===== src/dtp_pkg.sv =====
// Purpose: shared constants for the tone transceiver host port
// Assumes: ref_clk at 40 MHz, host strobes synchronous to ref_clk
// Notes: tone dividers are derived from the 40 MHz ref_clk (clk_hz)
package dtp_pkg;
  localparam logic sel_data = 1'b0;
  localparam logic sel_ctrl = 1'b1;
  // control_a fields
  localparam int ca_tone_out = 0;
  localparam int ca_cp_mode = 1;
  localparam int ca_irq_en = 2;
  localparam int ca_ptr = 3;
  // control_b fields
  localparam int cb_burst_off = 0;
  localparam int cb_test = 1;
  localparam int cb_single = 2;
  localparam int cb_column = 3;
  // status fields
  localparam int st_irq = 0;
  localparam int st_tx_empty = 1;
  localparam int st_rx_full = 2;
  localparam int st_absent = 3;
  localparam logic [3:0] ctrl_reset = 4'h0;
  localparam logic [3:0] code_reset = 4'h0;
  localparam logic [3:0] status_reset = 4'h8;
  // clocks
  localparam longint clk_hz = 40000000;
  localparam longint ref_hz = 3579545;
  localparam longint burst_ms = 51;
  localparam int burst_cycles = int'((clk_hz * burst_ms) / 1000);
  // one tone period is 64 segments; segment length in ref_clk cycles
  localparam int seg_w = 16;
  function automatic logic [seg_w-1:0] seg_len(input longint hz_x10);
    seg_len = seg_w'((clk_hz * 10) / (hz_x10 * 64));
  endfunction : seg_len
  localparam logic [seg_w-1:0] low_seg [4] = '{seg_len(6970), seg_len(7700),
    seg_len(8520), seg_len(9410)};
  localparam logic [seg_w-1:0] high_seg [4] = '{seg_len(12090), seg_len(13360),
    seg_len(14770), seg_len(16330)};
  typedef enum logic [1:0] {
    bst_idle = 2'b00,
    bst_tone = 2'b01,
    bst_pause = 2'b11
  } dtp_burst_type;
endpackage : dtp_pkg


===== src/dtp_tone_gen.sv =====
// Purpose: square-wave tone generator from a row and a column divider
// Assumes: segment lengths come from the package table
// Notes: half a tone period is 32 segments of ref_clk cycles
`timescale 1ns/1ps
module dtp_tone_gen (
  input wire logic ref_clk,
  input wire logic sys_rst,
  input wire logic enable,
  input wire logic [3:0] code,
  input wire logic single,
  input wire logic column,
  output logic low_wave,
  output logic high_wave
);
  logic [1:0] row_idx;
  logic [1:0] col_idx;
  logic [dtp_pkg::seg_w-1:0] limit [2];
  logic [dtp_pkg::seg_w-1:0] cnt [2];
  logic [1:0] run;
  logic [1:0] wave;
  // code 0 stands for digit d; codes follow the keypad grid
  assign row_idx = code[1:0] == 2'b00 ? 2'(code[3:2] - 2'h1) : code[3:2];
  assign col_idx = 2'(code[1:0] - 2'h1);
  assign limit[0] = dtp_pkg::low_seg[row_idx];
  assign limit[1] = dtp_pkg::high_seg[col_idx];
  assign run[0] = enable && (!single || !column);
  assign run[1] = enable && (!single || column);
  genvar g;
  generate
    for (g = 0; g < 2; g++) begin : g_div
      always_ff @(posedge ref_clk or posedge sys_rst) begin
        if (sys_rst) begin
          cnt[g] <= '0;
          wave[g] <= 1'b0;
        end else if (!run[g]) begin
          cnt[g] <= '0;
          wave[g] <= 1'b0;
        end else if (cnt[g] >= limit[g] * 16'h20 - 16'h1) begin
          cnt[g] <= '0;
          wave[g] <= !wave[g];
        end else begin
          cnt[g] <= cnt[g] + 16'h1;
        end
      end
    end
  endgenerate
  assign low_wave = wave[0];
  assign high_wave = wave[1];
endmodule : dtp_tone_gen


===== src/dtp_host_port.sv =====
// What this block does
// - select and strobes pick register per access
// - receive code holds last valid digit
// - transmit code selects tone pair, write-only
// - pointer bit sends next control write to B
// - status read returns current transceiver state
// - every access completes in one cycle
// - shared pin is open drain, pulls low
// - control_a b0 gates all tone output
// - control_a b1 picks call progress mode
// - call progress square wave on shared pin
// - call progress mode blocks digit detection
// - tone mode interrupts on digit or ready
// - single tone mode from one group
// - eight tones within one percent
// - all timing from continuous reference clock
// - status bits, read clears b0 to b2
// - control_b b0 low gives timed bursts
// - control_b b2 single, b3 column select
// - test mode pin follows validated absence flag
// Purpose: host register port and control of a tone transceiver
// Assumes: strobes active low, one ref_clk per strobe cycle
// Notes: analog receive path enters as digit_valid, digit_code, cp_tone
`timescale 1ns/1ps
module dtp_host_port (
  input wire logic ref_clk,
  input wire logic sys_rst,
  input wire logic cs_n,
  input wire logic register_select_line,
  input wire logic wr_n,
  input wire logic rd_n,
  input wire logic [3:0] data_in,
  output logic [3:0] data_out,
  output logic data_oe_n,
  input wire logic digit_valid,
  input wire logic [3:0] digit_code,
  input wire logic cp_tone,
  output logic interrupt_or_tone_pin_out,
  output logic interrupt_or_tone_pin_oe_n,
  output logic low_tone,
  output logic high_tone
);
  logic [3:0] control_a;
  logic [3:0] control_b;
  logic control_b_pointer;
  logic [3:0] rx_code;
  logic [3:0] tx_code;
  logic [3:0] status;
  logic validated_absence_flag;
  logic digit_valid_d;
  dtp_pkg::dtp_burst_type bstate;
  dtp_pkg::dtp_burst_type next_bstate;
  logic [22:0] bcnt;
  logic [22:0] burst_len;
  logic tx_req;
  logic irq_req;
  logic low_wave;
  logic high_wave;
  logic pin_low;
  // access decode
  wire access = !cs_n && (rd_n != wr_n);
  wire wr_tx = access && !wr_n && register_select_line == dtp_pkg::sel_data;
  wire wr_ctrl = access && !wr_n && register_select_line == dtp_pkg::sel_ctrl;
  wire rd_rx = access && !rd_n && register_select_line == dtp_pkg::sel_data;
  wire rd_st = access && !rd_n && register_select_line == dtp_pkg::sel_ctrl;
  wire wr_a = wr_ctrl && !control_b_pointer;
  wire wr_b = wr_ctrl && control_b_pointer;
  wire cp_mode = control_a[dtp_pkg::ca_cp_mode];
  wire irq_en = control_a[dtp_pkg::ca_irq_en];
  wire burst_on = !control_b[dtp_pkg::cb_burst_off];
  wire new_digit = digit_valid && !digit_valid_d && !cp_mode;
  wire digit_gone = !digit_valid && digit_valid_d;
  wire burst_done = bstate == dtp_pkg::bst_pause && bcnt == 23'h0;
  wire tx_empty_set = burst_done && burst_on;
  wire tx_empty_clr = rd_st || !burst_on;
  wire [3:0] next_status;
  // set wins over a same-cycle read clear
  assign next_status[dtp_pkg::st_rx_full] = new_digit
    || (status[dtp_pkg::st_rx_full] && !rd_st);
  assign next_status[dtp_pkg::st_tx_empty] = tx_empty_set
    || (status[dtp_pkg::st_tx_empty] && !tx_empty_clr);
  assign next_status[dtp_pkg::st_irq] = new_digit || tx_empty_set
    || (status[dtp_pkg::st_irq] && !rd_st);
  assign next_status[dtp_pkg::st_absent] = validated_absence_flag;
  assign burst_len = cp_mode ? 23'(2 * dtp_pkg::burst_cycles)
    : 23'(dtp_pkg::burst_cycles);
  always_ff @(posedge ref_clk or posedge sys_rst) begin
    if (sys_rst) begin
      control_a <= dtp_pkg::ctrl_reset;
      control_b <= dtp_pkg::ctrl_reset;
      control_b_pointer <= 1'b0;
    end else if (wr_a) begin
      control_a <= data_in;
      control_b_pointer <= data_in[dtp_pkg::ca_ptr];
    end else if (wr_b) begin
      control_b <= data_in;
      control_b_pointer <= 1'b0;
    end
  end
  always_ff @(posedge ref_clk or posedge sys_rst) begin
    if (sys_rst) begin
      rx_code <= dtp_pkg::code_reset;
      digit_valid_d <= 1'b0;
      validated_absence_flag <= 1'b1;
      status <= dtp_pkg::status_reset;
    end else begin
      digit_valid_d <= digit_valid;
      if (new_digit) begin
        rx_code <= digit_code;
      end
      if (new_digit) begin
        validated_absence_flag <= 1'b0;
      end else if (digit_gone) begin
        validated_absence_flag <= 1'b1;
      end
      status <= next_status;
    end
  end
  always_ff @(posedge ref_clk or posedge sys_rst) begin
    if (sys_rst) begin
      tx_code <= dtp_pkg::code_reset;
      tx_req <= 1'b0;
    end else begin
      if (wr_tx) begin
        tx_code <= data_in;
      end
      tx_req <= wr_tx && burst_on;
    end
  end
  // burst timer
  always_comb begin
    next_bstate = bstate;
    case (bstate)
      dtp_pkg::bst_idle: begin
        if (tx_req) begin
          next_bstate = dtp_pkg::bst_tone;
        end
      end
      dtp_pkg::bst_tone: begin
        if (!burst_on) begin
          next_bstate = dtp_pkg::bst_idle;
        end else if (bcnt == 23'h0) begin
          next_bstate = dtp_pkg::bst_pause;
        end
      end
      dtp_pkg::bst_pause: begin
        if (!burst_on || bcnt == 23'h0) begin
          next_bstate = dtp_pkg::bst_idle;
        end
      end
      default: begin
        next_bstate = dtp_pkg::bst_idle;
      end
    endcase
  end
  always_ff @(posedge ref_clk or posedge sys_rst) begin
    if (sys_rst) begin
      bstate <= dtp_pkg::bst_idle;
      bcnt <= '0;
    end else begin
      bstate <= next_bstate;
      if (next_bstate != bstate) begin
        bcnt <= 23'(burst_len - 23'h1);
      end else if (bcnt != 23'h0) begin
        bcnt <= bcnt - 23'h1;
      end
    end
  end
  wire tone_gate = control_a[dtp_pkg::ca_tone_out]
    && (!burst_on || bstate == dtp_pkg::bst_tone);
  dtp_tone_gen i_dtp_tone_gen (
    .ref_clk(ref_clk),
    .sys_rst(sys_rst),
    .enable(tone_gate),
    .code(tx_code),
    .single(control_b[dtp_pkg::cb_single]),
    .column(control_b[dtp_pkg::cb_column]),
    .low_wave(low_wave),
    .high_wave(high_wave)
  );
  // shared pin: low means interrupt, low half of call progress wave, or digit present in test mode
  assign irq_req = status[dtp_pkg::st_rx_full] || status[dtp_pkg::st_tx_empty];
  always_comb begin
    pin_low = 1'b0;
    if (cp_mode) begin
      pin_low = irq_en && !cp_tone;
    end else if (control_b[dtp_pkg::cb_test]) begin
      pin_low = !validated_absence_flag;
    end else begin
      pin_low = irq_en && irq_req;
    end
  end
  always_ff @(posedge ref_clk or posedge sys_rst) begin
    if (sys_rst) begin
      data_out <= 4'h0;
      data_oe_n <= 1'b1;
      interrupt_or_tone_pin_out <= 1'b0;
      interrupt_or_tone_pin_oe_n <= 1'b1;
      low_tone <= 1'b0;
      high_tone <= 1'b0;
    end else begin
      data_oe_n <= !(rd_rx || rd_st);
      data_out <= rd_st ? status : rx_code;
      interrupt_or_tone_pin_out <= 1'b0;
      interrupt_or_tone_pin_oe_n <= !pin_low;
      low_tone <= low_wave;
      high_tone <= high_wave;
    end
  end
  property p_ptr_clear;
    @(posedge ref_clk) disable iff (sys_rst)
      wr_b |=> !control_b_pointer;
  endproperty
  a_ptr_clear: assert property (p_ptr_clear) else $error("pointer kept after B write");
  property p_ptr_set;
    @(posedge ref_clk) disable iff (sys_rst)
      wr_a && data_in[dtp_pkg::ca_ptr] |=> control_b_pointer;
  endproperty
  a_ptr_set: assert property (p_ptr_set) else $error("pointer not set");
  property p_wr_a;
    @(posedge ref_clk) disable iff (sys_rst)
      wr_a |=> control_a == $past(data_in);
  endproperty
  a_wr_a: assert property (p_wr_a) else $error("control_a not written");
  property p_wr_b;
    @(posedge ref_clk) disable iff (sys_rst)
      wr_b |=> control_b == $past(data_in);
  endproperty
  a_wr_b: assert property (p_wr_b) else $error("control_b not written");
  property p_ctrl_hold;
    @(posedge ref_clk) disable iff (sys_rst)
      !wr_ctrl |=> $stable(control_a) && $stable(control_b) && $stable(control_b_pointer);
  endproperty
  a_ctrl_hold: assert property (p_ctrl_hold) else $error("control changed without write");
  property p_read_status;
    @(posedge ref_clk) disable iff (sys_rst)
      rd_st |=> !data_oe_n && data_out == $past(status);
  endproperty
  a_read_status: assert property (p_read_status) else $error("status read wrong");
  property p_oe_idle;
    @(posedge ref_clk) disable iff (sys_rst)
      !rd_rx && !rd_st |=> data_oe_n;
  endproperty
  a_oe_idle: assert property (p_oe_idle) else $error("data driven without read");
  property p_rx_set;
    @(posedge ref_clk) disable iff (sys_rst)
      new_digit |=> status[dtp_pkg::st_rx_full] && status[dtp_pkg::st_irq];
  endproperty
  a_rx_set: assert property (p_rx_set) else $error("receive flags not set");
  property p_absent_clear;
    @(posedge ref_clk) disable iff (sys_rst)
      new_digit |-> ##2 !status[dtp_pkg::st_absent];
  endproperty
  a_absent_clear: assert property (p_absent_clear) else $error("absence bit kept");
  property p_absent_set;
    @(posedge ref_clk) disable iff (sys_rst)
      digit_gone |-> ##2 status[dtp_pkg::st_absent];
  endproperty
  a_absent_set: assert property (p_absent_set) else $error("absence bit not set");
  property p_cp_pin;
    @(posedge ref_clk) disable iff (sys_rst)
      cp_mode && irq_en |=> interrupt_or_tone_pin_oe_n == $past(cp_tone);
  endproperty
  a_cp_pin: assert property (p_cp_pin) else $error("call progress wave wrong");
  property p_test_pin;
    @(posedge ref_clk) disable iff (sys_rst)
      !cp_mode && control_b[dtp_pkg::cb_test]
        |=> interrupt_or_tone_pin_oe_n == $past(validated_absence_flag);
  endproperty
  a_test_pin: assert property (p_test_pin) else $error("test pin wrong");
  property p_irq_read;
    @(posedge ref_clk) disable iff (sys_rst)
      rd_st && !new_digit && !tx_empty_set |=> !status[dtp_pkg::st_irq];
  endproperty
  a_irq_read: assert property (p_irq_read) else $error("irq bit not cleared");
  property p_nonburst;
    @(posedge ref_clk) disable iff (sys_rst)
      !burst_on |=> !status[dtp_pkg::st_tx_empty];
  endproperty
  a_nonburst: assert property (p_nonburst) else $error("tx empty outside burst");
  property p_burst_gate;
    @(posedge ref_clk) disable iff (sys_rst)
      burst_on && bstate != dtp_pkg::bst_tone |=> !low_wave && !high_wave;
  endproperty
  a_burst_gate: assert property (p_burst_gate) else $error("tone outside burst");
  property p_burst_start;
    @(posedge ref_clk) disable iff (sys_rst)
      bstate == dtp_pkg::bst_idle && tx_req |=> bstate == dtp_pkg::bst_tone;
  endproperty
  a_burst_start: assert property (p_burst_start) else $error("burst not started");
  property p_rx_hold;
    @(posedge ref_clk) disable iff (sys_rst)
      !new_digit |=> $stable(rx_code);
  endproperty
  a_rx_hold: assert property (p_rx_hold) else $error("rx code changed");
  property p_tx_hold;
    @(posedge ref_clk) disable iff (sys_rst)
      !wr_tx |=> $stable(tx_code);
  endproperty
  a_tx_hold: assert property (p_tx_hold) else $error("tx code changed");
  property p_row_only;
    @(posedge ref_clk) disable iff (sys_rst)
      control_b[dtp_pkg::cb_single] && !control_b[dtp_pkg::cb_column] |=> !high_wave;
  endproperty
  a_row_only: assert property (p_row_only) else $error("column tone in row mode");
  property p_rx_latch;
    @(posedge ref_clk) disable iff (sys_rst) new_digit |=> rx_code == $past(digit_code);
  endproperty
  a_rx_latch: assert property (p_rx_latch) else $error("rx code not latched");
  property p_cp_block;
    @(posedge ref_clk) disable iff (sys_rst)
      cp_mode && !rd_st |=> status[2] == $past(status[2]);
  endproperty
  a_cp_block: assert property (p_cp_block) else $error("digit flag moved in cp mode");
  property p_read_clear;
    @(posedge ref_clk) disable iff (sys_rst) rd_st && !new_digit |=> !status[2];
  endproperty
  a_read_clear: assert property (p_read_clear) else $error("read did not clear");
  property p_read_data;
    @(posedge ref_clk) disable iff (sys_rst)
      rd_rx |=> !data_oe_n && data_out == $past(rx_code);
  endproperty
  a_read_data: assert property (p_read_data) else $error("read data wrong");
  property p_tx_write;
    @(posedge ref_clk) disable iff (sys_rst) wr_tx |=> tx_code == $past(data_in);
  endproperty
  a_tx_write: assert property (p_tx_write) else $error("tx code not written");
  property p_tone_off;
    @(posedge ref_clk) disable iff (sys_rst)
      !control_a[0] [*2] |=> !low_wave && !high_wave;
  endproperty
  a_tone_off: assert property (p_tone_off) else $error("tone out while disabled");
  property p_irq_pin;
    @(posedge ref_clk) disable iff (sys_rst)
      !cp_mode && !control_b[1] && irq_en && irq_req |=> !interrupt_or_tone_pin_oe_n;
  endproperty
  a_irq_pin: assert property (p_irq_pin) else $error("interrupt not driven");
  property p_pin_release;
    @(posedge ref_clk) disable iff (sys_rst)
      !cp_mode && !control_b[1] && !irq_req |=> interrupt_or_tone_pin_oe_n;
  endproperty
  a_pin_release: assert property (p_pin_release) else $error("pin not released");
  c_ctrl_b: cover property (@(posedge ref_clk) disable iff (sys_rst) wr_b);
  c_digit: cover property (@(posedge ref_clk) disable iff (sys_rst) new_digit);
  c_burst: cover property (@(posedge ref_clk) disable iff (sys_rst) tx_empty_set);
  c_cp_wave: cover property (@(posedge ref_clk) disable iff (sys_rst) cp_mode && !cp_tone);
  c_test_pin: cover property (@(posedge ref_clk) disable iff (sys_rst)
    !cp_mode && control_b[dtp_pkg::cb_test] && !validated_absence_flag);
endmodule : dtp_host_port


===== config.mk =====
export PLATFORM = sky130hd
export DESIGN_NAME = dtp_host_port
export DESIGN_NICKNAME = d
export VERILOG_FILES = /design/src/dtp_pkg.sv /design/src/dtp_tone_gen.sv /design/src/dtp_host_port.sv
export SDC_FILE = /design/constraint.sdc
export NUM_CORES = 1
export LEC_CHECK = 0
export BUFFER_PORTS_ARGS = -buffer_cell sky130_fd_sc_hd__buf_4
export CAP_MARGIN = 10
export CELL_PAD_IN_SITES_DETAIL_PLACEMENT = 2
export CELL_PAD_IN_SITES_GLOBAL_PLACEMENT = 2
export CORE_ASPECT_RATIO = 1.5
export CORE_MARGIN = 2
export CORE_UTILIZATION = 44
export CTS_CLUSTER_DIAMETER = 40
export CTS_CLUSTER_SIZE = 28
export DETAILED_ROUTE_END_ITERATION = 12
export GPL_ROUTABILITY_DRIVEN = 0
export GPL_TIMING_DRIVEN = 0
export MAX_ROUTING_LAYER = met4
export PLACE_DENSITY_LB_ADDON = 0.3
export SYNTH_ARGS = -nofsm -noshare
export SYNTH_HDL_FRONTEND = slang
export SYNTH_SLANG_ARGS = --single-unit

===== constraint.sdc =====
create_clock -name ref_clk -period 6.6 [get_ports ref_clk]
set_input_delay 0.33 -clock ref_clk [delete_from_list [all_inputs] [get_ports ref_clk]]
set_output_delay 0.33 -clock ref_clk [all_outputs]
set_load 0.05 [all_outputs]

==> results.toml, run 1 <==
[detailed_routing]
route.met2.wl_um = 8350
dr.first_iter.drc_count = 77
drcViolationCount = 0
drtAntennaViolNets = 0
first_pass_iters = 5
via_per_inst = 5.842
dr.max_layer_used = "met4"
vias = 3873
wl_met1_um = 5299
routed_wl_um = 14390
dr_wl_met3_um = 326
post_drt_wl_per_cell_um = 21.71

[die]
die_w_um = 90.05
start_util = 0.4468
core-area_um2 = 10940
die_h_um = 133.1
fp-row-count = 47
die_area_um2 = 11980
ios = 25

[layout]
fin_nets = 559
fillers = 1142
antenna_cells = 0
drive_above_1_share = 0.1667
final_area_um2 = 5577
multi_input_area_um2 = 2492
seqCellArea_um2 = 2257
final-instance-count-excl-fill = 663
area_delta_synth_final_pct = 14.11

[synthesis]
syn_area_um2 = 4887
ys_ff_latch = 90
ys_seq_area_frac = 0.4619
synth_compound_area_frac = 0.09754
synth_top_area_frac = 0.4403
ys.warnings.count = 0
synthSimpleGateAreaFrac = 0.1994
synth_cell_type_count = 59
synth_edf_count = 0
synth_top_family_by_area = "simple AND/OR/NAND/NOR gates"
syn_inst = 475
syn_area_per_cell_um2 = 10.29
synthAdderAreaFrac = 0.08193
synth_mux_area_frac = 0.04531
synth_top_area_cell = "dfrtp_1"
ys.flop_type = "dfrtp_1"
synth.area.top_cells = "dfrtp_1 44%, ha_1 8.2%, xnor2_1 4.7%, mux2_2 3.9%, xor2_1 3.8%"
post-synth-top-count-cell = "dfrtp_1"
synth_common_cells = "86 x dfrtp_1, 43 x nor2_1, 32 x ha_1, 32 x nand2_1, 26 x xnor2_1"
async_flop_share = 1.000
syn_nets = 523
synthXorXnorAreaFrac = 0.08423

[worst_setup_path]
setup.worst_path.start_class = "flop"
crit_path_max_fanout = 10
end_kind = "flop"
path_class = "reg2reg"
critPathArrivalTime_ns = 4.69
required_ns = 6.82

[clocking]
cts_buffer_depth = 2
cts_htree_levels = 3
clkTransAtPathRegs_ns = 0.07
cts_setup_buffers = 0
clockRootBuffer = "clkbuf_16"
cts_tree = "done"
numCtsBuffers = 9
clk_latency_ns = 0.36
clock-sinks = 90

[power]
power_density_nw_per_um2 = 337.7
peakVddDrop_mv = 0.1535
power_leakage_nw = 2.433
power_mw = 1.883

[global_routing]
grt_first_pass_wirelength_um = 24480
overflow = 0
grt_max_degree = 61
first_global_vias = 4641
antenna_found_initial = 0
grt_usage = 0.2648

[sta]
relSlewSlack = 0.4018
fin_crit_sh = 0.6781
min_period_ns = 4.476
finalHoldViolCount = 0
rsz0062_at_grt = "no"
tightestPinTransition_ns = 0.8904
slew_viol_final = 0
fin_skew_ns = 0.009458
worst_hold_slack_ns = 0.08853
setup_viol = 0
max_clock_freq_mhz = 223.4
fin_setup_tns_ns = 0

[job]
maxCapViolCount = 0

[placement]
io_buffers = 23
placed_cell_area_um2 = 5274
place_inst = 646
dp_hpwl_um = 9996

[worst_hold_path]
hp-class = "in2reg"

[run_status]
status = "complete, no violations"
[sequential cells by signal, indices dropped and copies added, names as in the netlist, 2 cells and up]
register	count
data_out	4
rx_code	4
tx_code	4
control_a	3
bstate	2
i_dtp_tone_gen.cnt	32
bcnt	23
control_b	4
status	4
[critical path: stages (launching register included)]
cell and delay, ns:
dfrtp_1 0.48, nor4_1 0.58, and4_1 0.35, buf_2 0.28, a21oi_1 0.23, clkbuf_1 0.32
nand2_1 0.17, ha_1 0.15, buf_2 0.20, nor4b_1 0.51, nand4_1 0.40, a2111oi_2 0.42
xnor2_1 0.17, nand2_1 0.07
[cell type report]
type                       instances  share of cell area
buffer                            15             0.01256
clock buffer                       9             0.04039
clock inverter                     7             0.01212
inverter                          18             0.01256
multi-input combinational        352              0.4469
sequential                        90              0.4048
tap                              147             0.03298
timing repair buffer              25             0.03769
[kinds of logic (layout without fill, tap and decap cells)]
logic type | after synthesis | after routing
AOI/OAI and AO/OA | 69 | 69
xor gates and xnor gates | 47 | 47
adders and majority gates | 32 | 32
buffers and inverters | 33 | 74
DFF | 90 | 90
muxes | 20 | 20
other | 2 | 2
and+or+nand+nor | 182 | 182
[through the flow]
step / util / setup slack [ns]
after detailed placement: 0.4822 / 2.206
after global placement: 0.4794 / 2.311
after floorplan: - / 3.298
final: 0.5098 / 2.124
after CTS: 0.5098 / 2.098
after global routing: 0.5098 / 1.722
[metal layers]
layer	GRT usage	vias to the layer above
met2	0.4946	67
met1	0.2759	1990
met5	-	-
li1	-	1781
met4	0.1128	0
met3	0.03588	35
[power by group]
group | total [mW] | internal [mW] | leakage [nW] | switching [mW]
logic | 0.594 | 0.212 | 1.15 | 0.382
registers | 0.771 | 0.659 | 1.14 | 0.112
clock network | 0.518 | 0.266 | 0.142 | 0.252
total | 1.88 | 1.14 | 2.43 | 0.746
[final timing paths]
kind | start | end | slack, ns | cells past startpoint
min in group asynchronous | sys_rst | bcnt[4] | 0.54 | 3
max | bcnt[2] | bcnt[20] | 2.12 | 13
min | digit_valid | digit_valid_d | 0.09 | 1
min reg2reg | validated_absence_flag | status[3] | 0.40 | 0
max in group asynchronous | sys_rst | i_dtp_tone_gen.cnt[29] | 5.41 | 4
max reg2reg | bcnt[2] | bcnt[20] | 2.12 | 13
[cells in the final DEF (no fill, tap or decap), types with 3 or more instances in the layout]
master	count
or2_2	4
nor2b_1	3
clkbuf_1	7
o21ai_0	13
mux2i_1	3
nor4_1	21
or4_1	5
a211oi_1	4
xnor2_1	26
nand2b_1	4
nand2_1	32
clkbuf_16	9
inv_8	3
nand3_1	16
nor2_1	43
nand4_1	17
and3_1	8
buf_2	5
inv_1	17
o22ai_1	7
buf_4	25
mux2_2	17
xor2_1	21
a21o_1	4
nor3_1	8
or3_1	6
ha_1	32
a21oi_1	15
dfrtp_1	86
o211ai_1	3
dfstp_2	4
[timing repair]
action	4_1_cts	5_1_grt
endpoints found under the setup margin	0	0
endpoints found under the hold margin	26	0
hold buffers	1	0
gates resized for setup	0	0
Power figures use the tool's default switching activity.
==> inputs of run 2 (changes only) <==
Settings changed: CORE_UTILIZATION 44 to 40.
Clock period 6.6 ns to 4.3 ns, I/O delays scaled along.
==> results.toml, run 2 (synthesized netlist as in run 1, its figures left out) <==
[global_routing]
first_global_vias = 4490
antenna_found_initial = 0
grt_usage = 0.2336
grt_first_pass_wirelength_um = 23300
grt_max_degree = 59
overflow = 0

[clocking]
cts_buffer_depth = 2
clk_latency_ns = 0.35
cts_tree = "done"
numCtsBuffers = 9
clockRootBuffer = "clkbuf_16"
clkTransAtPathRegs_ns = 0.08
clock-sinks = 90
cts_htree_levels = 3

[die]
die_w_um = 94.25
die_area_um2 = 13140
core-area_um2 = 11960
die_h_um = 139.4
fp-row-count = 49
start_util = 0.4088
ios = 25

[layout]
largest_reg_flops = 32
layout_common_cells = "86 x dfrtp_1, 43 x nor2_1, 32 x nand2_1, 32 x ha_1, 26 x buf_4"
drive_above_1_share = 0.1815
final_core_util = 0.4712
area_delta_synth_final_pct = 15.26
final-instance-count-excl-fill = 671
fin_nets = 561
regMostFlops = "i_dtp_tone_gen.cnt"
final_common_cell = "dfrtp_1"
final_area_um2 = 5633
fillers = 1284
antenna_cells = 0
largest_registers = "i_dtp_tone_gen.cnt x32, bcnt x23"

[sta]
fin_setup_tns_ns = 0
fin_crit_sh = 0.9190
finalHoldViolCount = 0
max_clock_freq_mhz = 253.1
rsz0062_at_grt = "no"
layout_setup_ws_ns = 0.3483
relSlewSlack = 0.4016
tightestPinTransition_ns = 0.8907
worst_hold_slack_ns = 0.09367
slew_viol_final = 0
fin_skew_ns = 0.01271
min_period_ns = 3.952
setup_viol = 0

[detailed_routing]
post_drt_wl_per_cell_um = 20.89
first_pass_iters = 4
vias = 3861
routed_wl_um = 14020
dr.first_iter.drc_count = 106
via_per_inst = 5.754
drcViolationCount = 0
drtAntennaViolNets = 0

[worst_setup_path]
crit_path_max_fanout = 10
setup.worst_path.start_class = "flop"
path_class = "reg2reg"
end_kind = "flop"
critPathArrivalTime_ns = 4.17
required_ns = 4.52

[power]
power_density_nw_per_um2 = 511.3
power_leakage_nw = 2.461
peakVddDrop_mv = 0.2459
power_mw = 2.880

[placement]
place_ws_ns = -0.2874
placed_cell_area_um2 = 5281
io_buffers = 23
place_inst = 652
dp_hpwl_um = 10280

[worst_hold_path]
hp-class = "in2reg"

[run_status]
status = "complete, no violations"

[job]
maxCapViolCount = 0
==> run 2: cell types whose count changed in the layout (fill, tap and decap cells not counted), sizes merged <==
cell | previous run | this run
buf | 32 | 33
clkinv | 2 | 3
dlygate4sd3 | 1 | 2
inv | 22 | 21
==> run 2: power breakdown <==
group	switching [mW]	internal, mW	total, mW
Clock	0.379	0.402	0.781
Sequential	0.171	1.01	1.18
Combinational	0.585	0.332	0.917
Total	1.14	1.75	2.88
==> run 2: repair_timing <==
action	in CTS	in global routing
hold buffers	2	0
buffers inserted	0	1
endpoints found under the setup margin	7	19
resized for setup	3	5
pin swaps	0	0
hold endpoints to repair	29	0
==> run 2: area by class of cell <==
class | instances | area [µm²] | area share
clock buffer | 9 | 225.2 | 0.03998
clock inverter | 7 | 58.81 | 0.01044
inverter | 18 | 70.07 | 0.01244
sequential | 90 | 2257 | 0.4007
tap | 153 | 191.4 | 0.03398
multi-input combinational | 352 | 2531 | 0.4494
buffer | 15 | 71.32 | 0.01266
timing repair buffer | 27 | 227.7 | 0.04043
==> run 2: per-layer routing <==
| metal | vias to the layer above | part of all wire | GRT usage | routed length, µm |
|---|---|---|---|---|
| met4 | 0 | 0.026 | 0.08162 | 361 |
| met1 | 2012 | 0.37 | 0.2368 | 5179 |
| met3 | 25 | 0.018 | 0.03357 | 254 |
| met5 | - | 0 | - | 0 |
| li1 | 1785 | - | - | - |
| met2 | 39 | 0.59 | 0.4440 | 8223 |
==> run 2: final timing paths <==
path | slack (ns) | end | depth (start not counted) | start
worst max-delay path | 0.35 | bcnt[20] | 14 | bcnt[2]
worst min-delay path | 0.09 | data_oe_n | 2 | cs_n
worst max register to register | 0.35 | bcnt[20] | 14 | bcnt[2]
worst min register to register | 0.39 | status[3] | 0 | validated_absence_flag
max in group asynchronous | 3.22 | control_b[0] | 4 | sys_rst
min in group asynchronous | 0.44 | status[2] | 3 | sys_rst
==> run 2: critical path: stages, from the launching register on <==
cell	delay, ns
dfrtp_1	0.47
nor4_2	0.43
and4_1	0.31
buf_2	0.28
a21oi_1	0.26
clkbuf_2	0.30
nand2_1	0.14
ha_1	0.16
buf_2	0.21
nor4b_2	0.35
nand4_1	0.14
buf_4	0.19
a2111oi_2	0.33
xnor2_1	0.17
nand2_1	0.07
==> inputs of run 3 (changes only) <==
Settings changed: PLACE_DENSITY from default to 0.82, PLACE_DENSITY_LB_ADDON 0.3 to default.
==> results.toml, run 3 (synthesized netlist as in run 1, its figures left out) <==
[run_status]
status = "complete, no violations"

[layout]
multi_input_area_um2 = 2532
antenna_cells = 0
final_core_util = 0.4740
fin_nets = 562
drive_above_1_share = 0.1792
seqCellArea_um2 = 2257
fillers = 1262
largest_registers = "i_dtp_tone_gen.cnt x32, bcnt x23"
largest_reg_flops = 32
area_delta_synth_final_pct = 15.95
final_common_cell = "dfrtp_1"
regMostFlops = "i_dtp_tone_gen.cnt"
layout_common_cells = "86 x dfrtp_1, 43 x nor2_1, 32 x nand2_1, 32 x ha_1, 27 x buf_4"

[global_routing]
grt_usage = 0.2252
antenna_found_initial = 0
grt_max_degree = 63
first_global_vias = 4348
grt_first_pass_wirelength_um = 22450
overflow = 0

[power]
power_density_nw_per_um2 = 514.2
power_mw = 2.914
peakVddDrop_mv = 0.2106
power_leakage_nw = 2.473

[sta]
slew_viol_final = 0
fin_setup_tns_ns = 0
min_period_ns = 3.905
layout_setup_ws_ns = 0.3952
max_clock_freq_mhz = 256.1
rsz0062_at_grt = "no"
fin_crit_sh = 0.9081
setup_viol = 0
relSlewSlack = 0.4080
worst_hold_slack_ns = 0.08859
fin_skew_ns = 0.01100
finalHoldViolCount = 0
tightestPinTransition_ns = 0.8812

[worst_setup_path]
reg2reg_from = "bcnt[0]"
crit_path_max_fanout = 10
required_ns = 4.51
worstReg2RegEnd = "bcnt[20]"
reg2reg_depth = 14
rrSetupSlack_ns = 0.40
path_class = "reg2reg"
critPathArrivalTime_ns = 4.12
setup.worst_path.start_class = "flop"
end_kind = "flop"

[detailed_routing]
vias = 3804
first_pass_iters = 5
drtAntennaViolNets = 0
via_per_inst = 5.661
dr.first_iter.drc_count = 109
routed_wl_um = 13430
post_drt_wl_per_cell_um = 19.98
drcViolationCount = 0

[die]
fp-row-count = 49
ios = 25
core-area_um2 = 11960
start_util = 0.4088
die_area_um2 = 13140
die_h_um = 139.4
die_w_um = 94.25

[placement]
place_ws_ns = -0.2658
dp_hpwl_um = 9996
io_buffers = 23

[worst_hold_path]
hold_end = "rx_code[0]"
whs_path_depth = 2
holdCritStartpoint = "digit_code[0]"
hp-class = "in2reg"

[clocking]
cts_tree = "done"
cts_buffer_depth = 2
clk_latency_ns = 0.35
clkTransAtPathRegs_ns = 0.07
cts_htree_levels = 3
clockRootBuffer = "clkbuf_16"
numCtsBuffers = 9
clock-sinks = 90

[job]
maxCapViolCount = 0
## run 3: through the flow
stage | instance area [µm²] | instances
after floorplan | 4887 | 475
after global placement | 5251 | 651
after detailed placement | 5281 | 652
after CTS | 5629 | 670
after global routing | 5667 | 672
final | 5667 | 672
## run 3: how the worst max path moves through the flow
stage,from,slack [ns],to
global route,tx_code[0],0.09,i_dtp_tone_gen.cnt[25]
CTS,bcnt[11],0.01,bcnt[20]
floorplan,bcnt[13],1.0,bcnt[20]
finish,bcnt[0],0.40,bcnt[20]
detailed placement,bcnt[2],-0.27,bcnt[20]
global placement,bcnt[2],0.003,bcnt[20]
## run 3: area by class of cell
class | count | share of cell area
Timing Repair Buffer | 28 | 0.04151
Clock inverter | 7 | 0.01501
Sequential cell | 90 | 0.3983
Multi-Input combinational cell | 352 | 0.4469
Buffer | 15 | 0.01236
Tap cell | 153 | 0.03378
Clock buffer | 9 | 0.03974
Inverter | 18 | 0.01236
## run 3: critical path, cell delays in order, from the launching register on
cell,delay [ns]
dfrtp_1,0.45
nor4_1,0.43
and4_1,0.32
buf_2,0.28
a21oi_1,0.23
clkbuf_1,0.32
nand2_1,0.15
ha_1,0.16
buf_2,0.20
nor4b_4,0.32
nand4_1,0.13
buf_4,0.20
a2111oi_2,0.32
xnor2_1,0.18
nand2_1,0.08
## run 3: power breakdown
part | internal [mW] | switching, mW | total [mW] | leakage [nW]
clock network | 0.461 | 0.370 | 0.831 | 0.150
logic | 0.329 | 0.567 | 0.896 | 1.18
registers | 1.01 | 0.175 | 1.19 | 1.14
total | 1.80 | 1.11 | 2.91 | 2.47
## run 3: timing repair
action,CTS,global route
endpoints found under the hold margin,29,0
endpoints found under the setup margin,7,14
pin swaps,0,1
setup buffers,0,2
resized for setup,3,3
hold buffers,2,0
## run 3: layer usage
layer | wire, µm | GRT usage | vias to the layer above
li1 | - | - | 1781
met1 | 5093 | 0.2332 | 1982
met2 | 7932 | 0.4252 | 24
met3 | 182 | 0.02382 | 17
met4 | 219 | 0.08543 | 0
met5 | 0 | - | -
